File: config.mk
export PLATFORM = sky130hd
export DESIGN_NAME = ptcwd_top
export DESIGN_NICKNAME = d
export VERILOG_FILES = /design/src/verilog/ptcwd_pkg.sv /design/src/verilog/ptcwd_top.sv /design/src/verilog/ptcwd_wiper_decode.sv
export SDC_FILE = /design/constraint.sdc
export NUM_CORES = 1
export LEC_CHECK = 0
export BUFFER_PORTS_ARGS = -buffer_cell sky130_fd_sc_hd__buf_2
export CORE_AREA = 2 2 222 224
export CTS_CLUSTER_DIAMETER = 50
export DETAILED_ROUTE_END_ITERATION = 7
export DIE_AREA = 0 0 224 226
export GPL_TIMING_DRIVEN = 1
export PLACE_DENSITY = 0.71
export SLEW_MARGIN = 30
export SYNTH_ARGS = -nofsm -noshare
export SYNTH_HDL_FRONTEND = slang
export SYNTH_HIERARCHICAL = 1
export SYNTH_SLANG_ARGS = --single-unit
File: constraint.sdc
create_clock -name clk -period 10.69 [get_ports clk]
set_input_delay 1.069 -clock clk [delete_from_list [all_inputs] [get_ports clk]]
set_output_delay 1.069 -clock clk [all_outputs]
set_load 0.03 [all_outputs]
File: src/verilog/ptcwd_pkg.sv
// Purpose: Shared constants and types for the terminal control and wiper decode block.
// Assumes: One system clock; register access through a serial command front end.
// Notes: Field positions follow the nine-bit terminal control layout.
package ptcwd_pkg;

  // Register addresses seen on the command port.
  localparam logic [3:0] TERMINAL_CONTROL_ADDR = 4'h4;
  localparam int ADDR_W = 4;
  localparam int TC_W = 9;
  localparam int CODE_W = 10;
  localparam int TAP_N = 257;

  // Value after power-on or brown-out reset: all terminals connected, general call on.
  localparam logic [8:0] TERMINAL_CONTROL_RESET = 9'h1FF;

  // Field positions inside the register.
  localparam int GCE_POS = 8;
  localparam int CH1_LSB = 4;
  localparam int CH0_LSB = 0;

  // Full-scale wiper codes per resolution.
  localparam logic [9:0] FULL_SCALE_8BIT = 10'h100;
  localparam logic [9:0] FULL_SCALE_7BIT = 10'h080;
  localparam logic [9:0] ZERO_SCALE = 10'h000;

  // Pin synchroniser depth.
  localparam int SYNC_STAGES = 3;

  // One channel nibble, high to low.
  typedef struct packed {
    logic shutdownRelease;
    logic termAConnect;
    logic wiperConnect;
    logic termBConnect;
  } ptcwd_chan_type;

  // Whole register image.
  typedef struct packed {
    logic generalCallEnable;
    ptcwd_chan_type ch1;
    ptcwd_chan_type ch0;
  } ptcwd_tc_type;

  // Effective switch state driven to one resistor network.
  typedef struct packed {
    logic termA;
    logic wiper;
    logic termB;
    logic tapZero;
  } ptcwd_switch_type;

endpackage : ptcwd_pkg

File: src/verilog/ptcwd_top.sv
// Purpose: Volatile terminal control register and per-channel switch control.
// Assumes: A serial front end delivers decoded commands and a completion strobe.
// Notes: Lock bits come from non-volatile logic on the same clock.
`timescale 1ns/100ps
`default_nettype none
module ptcwd_top #(
  parameter bit TWO_CHANNEL = 1'b1,
  parameter bit EIGHT_BIT = 1'b1
) (
  // Clock, reset and enable.
  input wire logic clk,
  input wire logic rst,
  input wire logic ce,
  // Brown-out reset event pin, asynchronous to clk.
  input wire logic brownoutResetEvent,
  // Command port from the serial front end.
  input wire logic cmdValid,
  input wire logic cmdWrite,
  input wire logic [ptcwd_pkg::ADDR_W-1:0] cmdAddr,
  input wire logic [ptcwd_pkg::TC_W-1:0] cmdWrData,
  input wire logic cmdDone,
  output logic rdValid,
  output logic [ptcwd_pkg::TC_W-1:0] rdData,
  // Lock state and volatile wiper codes.
  input wire logic ch0Lock,
  input wire logic ch1Lock,
  input wire logic [ptcwd_pkg::CODE_W-1:0] ch0WiperCode,
  input wire logic [ptcwd_pkg::CODE_W-1:0] ch1WiperCode,
  // Terminal switch controls and general call acceptance.
  output ptcwd_pkg::ptcwd_switch_type ch0Switch,
  output ptcwd_pkg::ptcwd_switch_type ch1Switch,
  output logic [ptcwd_pkg::TAP_N-1:0] ch0TapSel,
  output logic [ptcwd_pkg::TAP_N-1:0] ch1TapSel,
  output logic generalCallAccept
);

  // Effective switch state of one channel from its stored nibble.
  function automatic ptcwd_pkg::ptcwd_switch_type chan_switch(
    input ptcwd_pkg::ptcwd_chan_type f, input logic present);
    ptcwd_pkg::ptcwd_switch_type s;
    s = '0;
    if (!present) begin
      s = '0;
    end else if (!f.shutdownRelease) begin
      s.termA = 1'b0;
      s.wiper = 1'b1;
      s.termB = 1'b1;
      s.tapZero = 1'b1;
    end else begin
      s.termA = f.termAConnect;
      s.wiper = f.wiperConnect;
      s.termB = f.termBConnect;
      s.tapZero = 1'b0;
    end
    chan_switch = s;
  endfunction : chan_switch

  // Brown-out pin synchroniser; the first stage feeds only the second.
  logic [ptcwd_pkg::SYNC_STAGES-1:0] borSync_q;
  logic [ptcwd_pkg::SYNC_STAGES-1:0] borSync_d;
  logic borLevel_q;
  logic borLevel_d;
  logic borRise;

  always_comb begin
    borSync_d = {borSync_q[1:0], brownoutResetEvent};
    borLevel_d = borLevel_q;
    if (borSync_q[1] == borSync_q[2]) begin
      borLevel_d = borSync_q[2];
    end
  end

  always_ff @(posedge clk or posedge rst) begin
    if (rst) begin
      borSync_q <= '0;
      borLevel_q <= 1'b0;
    end else if (ce) begin
      borSync_q <= borSync_d;
      borLevel_q <= borLevel_d;
    end
  end

  assign borRise = borLevel_d && !borLevel_q;

  // Register state: applied image, staged write and read return.
  ptcwd_pkg::ptcwd_tc_type tc_q;
  ptcwd_pkg::ptcwd_tc_type tc_d;
  ptcwd_pkg::ptcwd_tc_type stage_q;
  ptcwd_pkg::ptcwd_tc_type stage_d;
  ptcwd_pkg::ptcwd_tc_type wrImage;
  logic pending_q;
  logic pending_d;
  logic rdValid_q;
  logic rdValid_d;
  logic [ptcwd_pkg::TC_W-1:0] rdData_q;
  logic [ptcwd_pkg::TC_W-1:0] rdData_d;
  logic hitWrite;

  // Writes are staged and only reach the terminals at command completion, so a
  // half-received command never glitches the analog switches.
  always_comb begin
    hitWrite = cmdValid && cmdWrite && cmdAddr == ptcwd_pkg::TERMINAL_CONTROL_ADDR;
    stage_d = hitWrite ? ptcwd_pkg::ptcwd_tc_type'(cmdWrData) : stage_q;
    pending_d = pending_q;
    tc_d = tc_q;
    wrImage = hitWrite ? ptcwd_pkg::ptcwd_tc_type'(cmdWrData) : stage_q;
    if (borRise) begin
      tc_d = ptcwd_pkg::ptcwd_tc_type'(ptcwd_pkg::TERMINAL_CONTROL_RESET);
      pending_d = 1'b0;
    end else if (cmdDone && (pending_q || hitWrite)) begin
      tc_d.generalCallEnable = wrImage.generalCallEnable;
      if (!ch1Lock) begin
        tc_d.ch1 = wrImage.ch1;
      end
      if (!ch0Lock) begin
        tc_d.ch0 = wrImage.ch0;
      end
      pending_d = 1'b0;
    end else if (hitWrite) begin
      pending_d = 1'b1;
    end
    rdValid_d = cmdValid && !cmdWrite;
    rdData_d = rdData_q;
    if (cmdValid && !cmdWrite) begin
      rdData_d = (cmdAddr == ptcwd_pkg::TERMINAL_CONTROL_ADDR) ? tc_q : '0;
    end
  end

  always_ff @(posedge clk or posedge rst) begin
    if (rst) begin
      tc_q <= ptcwd_pkg::ptcwd_tc_type'(ptcwd_pkg::TERMINAL_CONTROL_RESET);
      stage_q <= ptcwd_pkg::ptcwd_tc_type'(ptcwd_pkg::TERMINAL_CONTROL_RESET);
      pending_q <= 1'b0;
      rdValid_q <= 1'b0;
      rdData_q <= '0;
    end else if (ce) begin
      tc_q <= tc_d;
      stage_q <= stage_d;
      pending_q <= pending_d;
      rdValid_q <= rdValid_d;
      rdData_q <= rdData_d;
    end
  end

  // Switch outputs are registered copies of the combinational decode.
  ptcwd_pkg::ptcwd_switch_type sw0_d;
  ptcwd_pkg::ptcwd_switch_type sw1_d;
  ptcwd_pkg::ptcwd_switch_type sw0_q;
  ptcwd_pkg::ptcwd_switch_type sw1_q;
  logic gca_q;
  logic gca_d;

  always_comb begin
    sw0_d = chan_switch(tc_q.ch0, 1'b1);
    sw1_d = chan_switch(tc_q.ch1, TWO_CHANNEL);
    gca_d = tc_q.generalCallEnable;
  end

  always_ff @(posedge clk or posedge rst) begin
    if (rst) begin
      sw0_q <= '0;
      sw1_q <= '0;
      gca_q <= 1'b0;
    end else if (ce) begin
      sw0_q <= sw0_d;
      sw1_q <= sw1_d;
      gca_q <= gca_d;
    end
  end

  // Tap decoders; shutdown parks the wiper on terminal B without touching the code.
  ptcwd_wiper_decode #(.EIGHT_BIT(EIGHT_BIT)) u_dec0 (
    .clk(clk),
    .rst(rst),
    .ce(ce),
    .wiperCode(ch0WiperCode),
    .forceZero(sw0_d.tapZero),
    .tapSel(ch0TapSel)
  );

  ptcwd_wiper_decode #(.EIGHT_BIT(EIGHT_BIT)) u_dec1 (
    .clk(clk),
    .rst(rst),
    .ce(ce),
    .wiperCode(ch1WiperCode),
    .forceZero(sw1_d.tapZero),
    .tapSel(ch1TapSel)
  );

  assign ch0Switch = sw0_q;
  assign ch1Switch = sw1_q;
  assign generalCallAccept = gca_q;
  assign rdValid = rdValid_q;
  assign rdData = rdData_q;
endmodule : ptcwd_top
`default_nettype wire

File: src/verilog/ptcwd_wiper_decode.sv
// Purpose: Decode a volatile wiper code into a one-of-N ladder tap selection.
// Assumes: Code comes from logic on the same clock.
// Notes: Tap 0 is terminal B, the full-scale tap is terminal A.
`timescale 1ns/100ps
`default_nettype none
module ptcwd_wiper_decode #(
  parameter bit EIGHT_BIT = 1'b1
) (
  // Clock, reset and enable.
  input wire logic clk,
  input wire logic rst,
  input wire logic ce,
  // Code and shutdown override.
  input wire logic [ptcwd_pkg::CODE_W-1:0] wiperCode,
  input wire logic forceZero,
  // Registered one-hot tap selection.
  output logic [ptcwd_pkg::TAP_N-1:0] tapSel
);

  // Saturate the code at the full-scale tap of the chosen resolution.
  function automatic logic [8:0] tap_index(input logic [9:0] code);
    logic [9:0] fs;
    fs = ptcwd_pkg::FULL_SCALE_8BIT;
    if (!EIGHT_BIT) begin
      fs = ptcwd_pkg::FULL_SCALE_7BIT;
    end
    tap_index = code[8:0];
    if (code >= fs) begin
      tap_index = fs[8:0];
    end
  endfunction : tap_index

  logic [ptcwd_pkg::TAP_N-1:0] tapSel_d;
  logic [ptcwd_pkg::TAP_N-1:0] tapSel_q;

  // Exactly one tap is closed; shutdown parks the wiper on terminal B.
  always_comb begin
    tapSel_d = '0;
    if (forceZero) begin
      tapSel_d[0] = 1'b1;
    end else begin
      tapSel_d[tap_index(wiperCode)] = 1'b1;
    end
  end

  // Reset parks the wiper at zero scale until the first enabled edge.
  always_ff @(posedge clk or posedge rst) begin
    if (rst) begin
      tapSel_q <= {{(ptcwd_pkg::TAP_N-1){1'b0}}, 1'b1};
    end else if (ce) begin
      tapSel_q <= tapSel_d;
    end
  end

  assign tapSel = tapSel_q;
endmodule : ptcwd_wiper_decode
`default_nettype wire

==> summary.md <==
| Metric | Value |
|---|---|
| Post-CTS Setup Bufs | `0` |
| Total negative setup slack | `0 ps` |
| Width of the chip | `~220 um` |
| Area share of the leading cell type in the synthesized netlist | `approximately three fifths` |
| Net switching component of the power | `between 0.001 and 0.0015 W` |
| Internal power contribution | `between 0.003 and 0.004 W` |
| Worst path slowest cell | `nor4b_4` |
| First element of the critical path | `ce` |
| Worst Path Arrival | `3870 ps` |
| Setup repair after global routing missed its margin | `false` |
| Register-to-register path setup slack | `approximately 7600 ps` |
| Unique masters post-synth | `47` |
| Number of resized instances in the post-cts repair step | `0` |
| Root buffer cell | `clkbuf_16` |
| Hold-fix buffer count after cts | `0` |
| Cells along the critical path | `buf_8 > nor4b_4 > nand2_1 > buf_4 > o32ai_1` |
| Detailed placement HPWL | `around 53000 um` |
| Placed insts | `approximately 3100` |
| Vias per cell | `5.691` |
| Worst slew margin | `a little under a third` |
| Count of TritonRoute iterations in the first routing pass | `6` |
| Total global-route track usage | `between 20% and 30%` |
| CP bufs+invs | `2` |
| Max_cap viols | `0` |
| Synthesized instance count | `roughly 2100` |
| Clk_lat worst skew | `between 600 and 700 ps` |
| Die Y-Extent | `226 um` |
| Maximum operating frequency | `slightly below 0.3 GHz` |
| Buffers on Ports | `574` |
| DRT iter0 DRCs | `around 2100` |
| HP Class | `register to register` |
| Share of total power in combinational logic | `under 10%` |
| Top fanout value on the critical path | `110` |
| Vias in the first global route | `approximately 18000` |
| Layout Nets | `2630` |
| Fraction of the core area covered by cells at the end of the flow | `56.66%` |
| Reg-to-Reg End | `u_dec0/tapSel[210]` |
| Buffers from clock root to sink, at most | `3` |
| Average instance area after synthesis | `~11 um^2` |
| Crit path required time | `11200 ps` |
| Instance count on the critical path | `5` |
| Cell depth of the worst min-delay path | `2` |
| DRC | `0` |
| Main flop type after synthesis | `dfrtp_1` |
| Post-Syn Nets | `2106` |
| TritonCTS buffer count | `60` |
| Count of endpoints failing hold in the final timing report | `0` |
| Initial cell density of the core | `between 40% and 50%` |
| Result of the run | `finished, final reports clean` |
| Total global routing overflow | `0` |
| Worst-Margin Slew | `1046 ps` |
| Startpoint of the most critical register-to-register path | `tc_q[3]` |
| Time the worst path needs with I/O delays and setup | `approximately 3400 ps` |
| Mean routed wirelength per cell | `around 23 um` |
| Final setup vio count | `0` |
| Overall via count from detail_route | `~19000` |
| Share of total power consumed by net switching | `roughly 24%` |
| Share of layout cells above drive strength 1 | `29.47%` |
| Async set-or-reset flop fraction in the synthesized netlist | `100.0%` |
| Netlist Area Pre-Place | `22010 um^2` |
| Number of non-filler instances in the completed layout | `between 3000 and 4000` |
| Kind of launch point of the worst setup path | `input port` |
| Clk pwr share | `a little under half` |
| Endpoint of the worst setup timing path | `u_dec0/tapSel[210]` |
| CP peak stage delay | `about 760 ps` |
| Classification of the worst setup path | `input port to register` |
| Std cell rows | `~80` |
| Clock slew at reported path FFs | `60 ps` |
| Wire length of the first global-routing pass | `approximately 110000 um` |
| Initial antenna violation count | `3` |
| H-tree levels | `2` |
| Reported leakage power | `around 13 nW` |
| Number of warnings reported in the yosys synthesis log | `6` |
| CTS tree | `built` |
| Top cells by area in the synthesized netlist | `dfrtp_1 (61%), o22ai_1 (13%), inv_1 (8.9%), dfstp_2 (2.4%), clkbuf_1 (1.7%)` |
| Boundary Pins | `roughly 580` |
| Placer's final routability congestion estimate | `roughly 0.89` |
| Type of destination of the critical path | `register` |
| Aggregate routed wire length | `~76000 um` |
| Number of enable flip-flop cells after synthesis | `0` |
| Family with the most delay on the worst path | `simple AND/OR/NAND/NOR gates` |
| Maximum number of pins on one net before global-route repair | `~260` |
| Share of the clock period used by the worst path after layout | `a little under a third` |
| Post-synthesis cell type with the largest combined area | `dfrtp_1` |
| Share of power burned in registers | `between 40% and 50%` |
| Post-synthesis to final-layout area growth | `24.42%` |
| Max-slew violation total from the final report | `0` |
| Number of clock sinks | `556` |
| Worst supply voltage drop on vdd | `127.8 uV` |
| Core area | `between 40000 and 50000 um^2` |
| Part of the Yosys area used for sequential elements | `a little over three fifths` |
| Worst clock skew | `about 20 ps` |
| Power density cells | `163.5 nW/um^2` |
| Post-synthesis sequential element count | `556` |
| Number of routed nets with antenna violations | `0` |
| Die footprint | `approximately 51000 um^2` |
| R2R depth | `5` |
## area by class of cell
type	instances	area [um^2]
Inverter	523	1983
Multi-Input combinational cell	846	5560
Antenna cell	4	10.01
Sequential cell	556	13940
Clock inverter	28	249.0
Timing Repair Buffer	601	3129
Clock buffer	83	1740
Fill cell	4126	20950
Tap cell	622	778.2
## flip-flops by register name, indices dropped and copies added (netlist names)
signal,cells
rdValid,1
borSync_q,3
rdData,9
borLevel_q,1
ch1Switch,4
tc_q,8
stage_q,9
gca_d,1
pending_q,1
generalCallAccept,1
u_dec1/tapSel,257
ch0Switch,4
u_dec0/tapSel,257
## per-stage QoR
step	hold WS [ps]	power (W)	setup WS (ps)	area (um^2)
floorplan	472.6	0.002358	2553	22010
detailed placement	482.3	0.002443	6755	25340
global route	520.1	0.004611	7129	27390
global placement	477.9	0.002436	6834	25310
CTS	490.2	0.004501	7421	27330
finish	491.0	0.004478	7330	27390
## layout by cell type (no fill, tap or decap), types with 6 or more instances in the layout
cell and count:
clkbuf_1 10, mux2_2 6, nand4_1 8, a2bb2oi_1 8, o22ai_1 474, buf_2 573
mux2i_1 8, mux2_4 9, buf_4 22, nor4bb_1 6, a22o_1 9, inv_1 521
nand2_1 94, a21oi_1 7, clkbuf_16 62, and2_1 7, clkbuf_8 11, nand2_2 8
o32ai_1 36, nor2_1 17, dfrtp_1 536, dfstp_2 20, clkinv_2 13, nor4b_4 9
nor2b_1 15, nand3_1 67, o21ai_0 7
## logic make-up (layout without fill, tap and decap cells)
| logic type | count (synthesis) | count (layout) | share of synthesized area (%) |
|---|---|---|---|
| AOI/OAI and AO/OA | 553 | 553 | 16.56 |
| and+or+nand+nor | 270 | 270 | 7.202 |
| buffers and inverters | 662 | 1235 | 11.64 |
| muxes | 23 | 23 | 1.285 |
| DFF | 556 | 556 | 63.32 |
| other | 0 | 4 | 0 |
## synth_stat cells (5+ instances only)
library cell / n
buf_1: 17
buf_2: 18
nor2b_1: 15
a22o_1: 9
inv_1: 523
mux2_4: 9
nand3_1: 68
mux2i_1: 8
nand2_2: 8
nand4_1: 8
dfstp_2: 20
and2_1: 7
a2bb2oi_1: 8
nor2_1: 17
nand2b_1: 5
dfrtp_1: 536
mux2_2: 6
clkbuf_1: 98
o21ai_0: 7
o22ai_1: 474
nor4b_4: 7
nand2_1: 94
nor4bb_1: 8
a21oi_1: 7
o32ai_1: 36
buf_6: 5
## how the worst min path moves through the flow
stage	start	endpoint	slack (ps)
detailed placement	u_dec0/tapSel[0]	u_dec0/tapSel[0]	480
global placement	u_dec1/tapSel[0]	u_dec1/tapSel[0]	480
CTS	u_dec0/tapSel[0]	u_dec0/tapSel[0]	490
global route	rdData[0]	rdData[0]	520
floorplan	borSync_q[2]	borLevel_q	470
finish	u_dec0/tapSel[0]	u_dec0/tapSel[0]	490
## worst reg2reg max path: cells and delay by family, from the launching register on
kind	cells	cell delay, ps
flops	1	580
simple gates	2	1410
compound gates	1	350
buf+inv	2	680
## metal layers
metal  vias to the layer above  global-route usage (%)  part of all wire (%)
met5                         -                       0                     0
met4                         0                   14.77                   5.1
met3                       216                   8.574                    10
met2                      1080                   46.91                    48
li1                       8057                       -                     -
met1                      9218                   35.89                    37
## power by group through the flow
stage / logic [W] / registers, W / clock network, W
after floorplan: 0.000152 / 0.00221 / 0
after global placement: 0.000248 / 0.00219 / 0
after detailed placement: 0.000254 / 0.00219 / 0
after CTS: 0.000255 / 0.00215 / 0.00210
after global routing: 0.000278 / 0.00215 / 0.00218
final: 0.000259 / 0.00215 / 0.00207
Note: power is estimated with default switching activity, not from simulation.
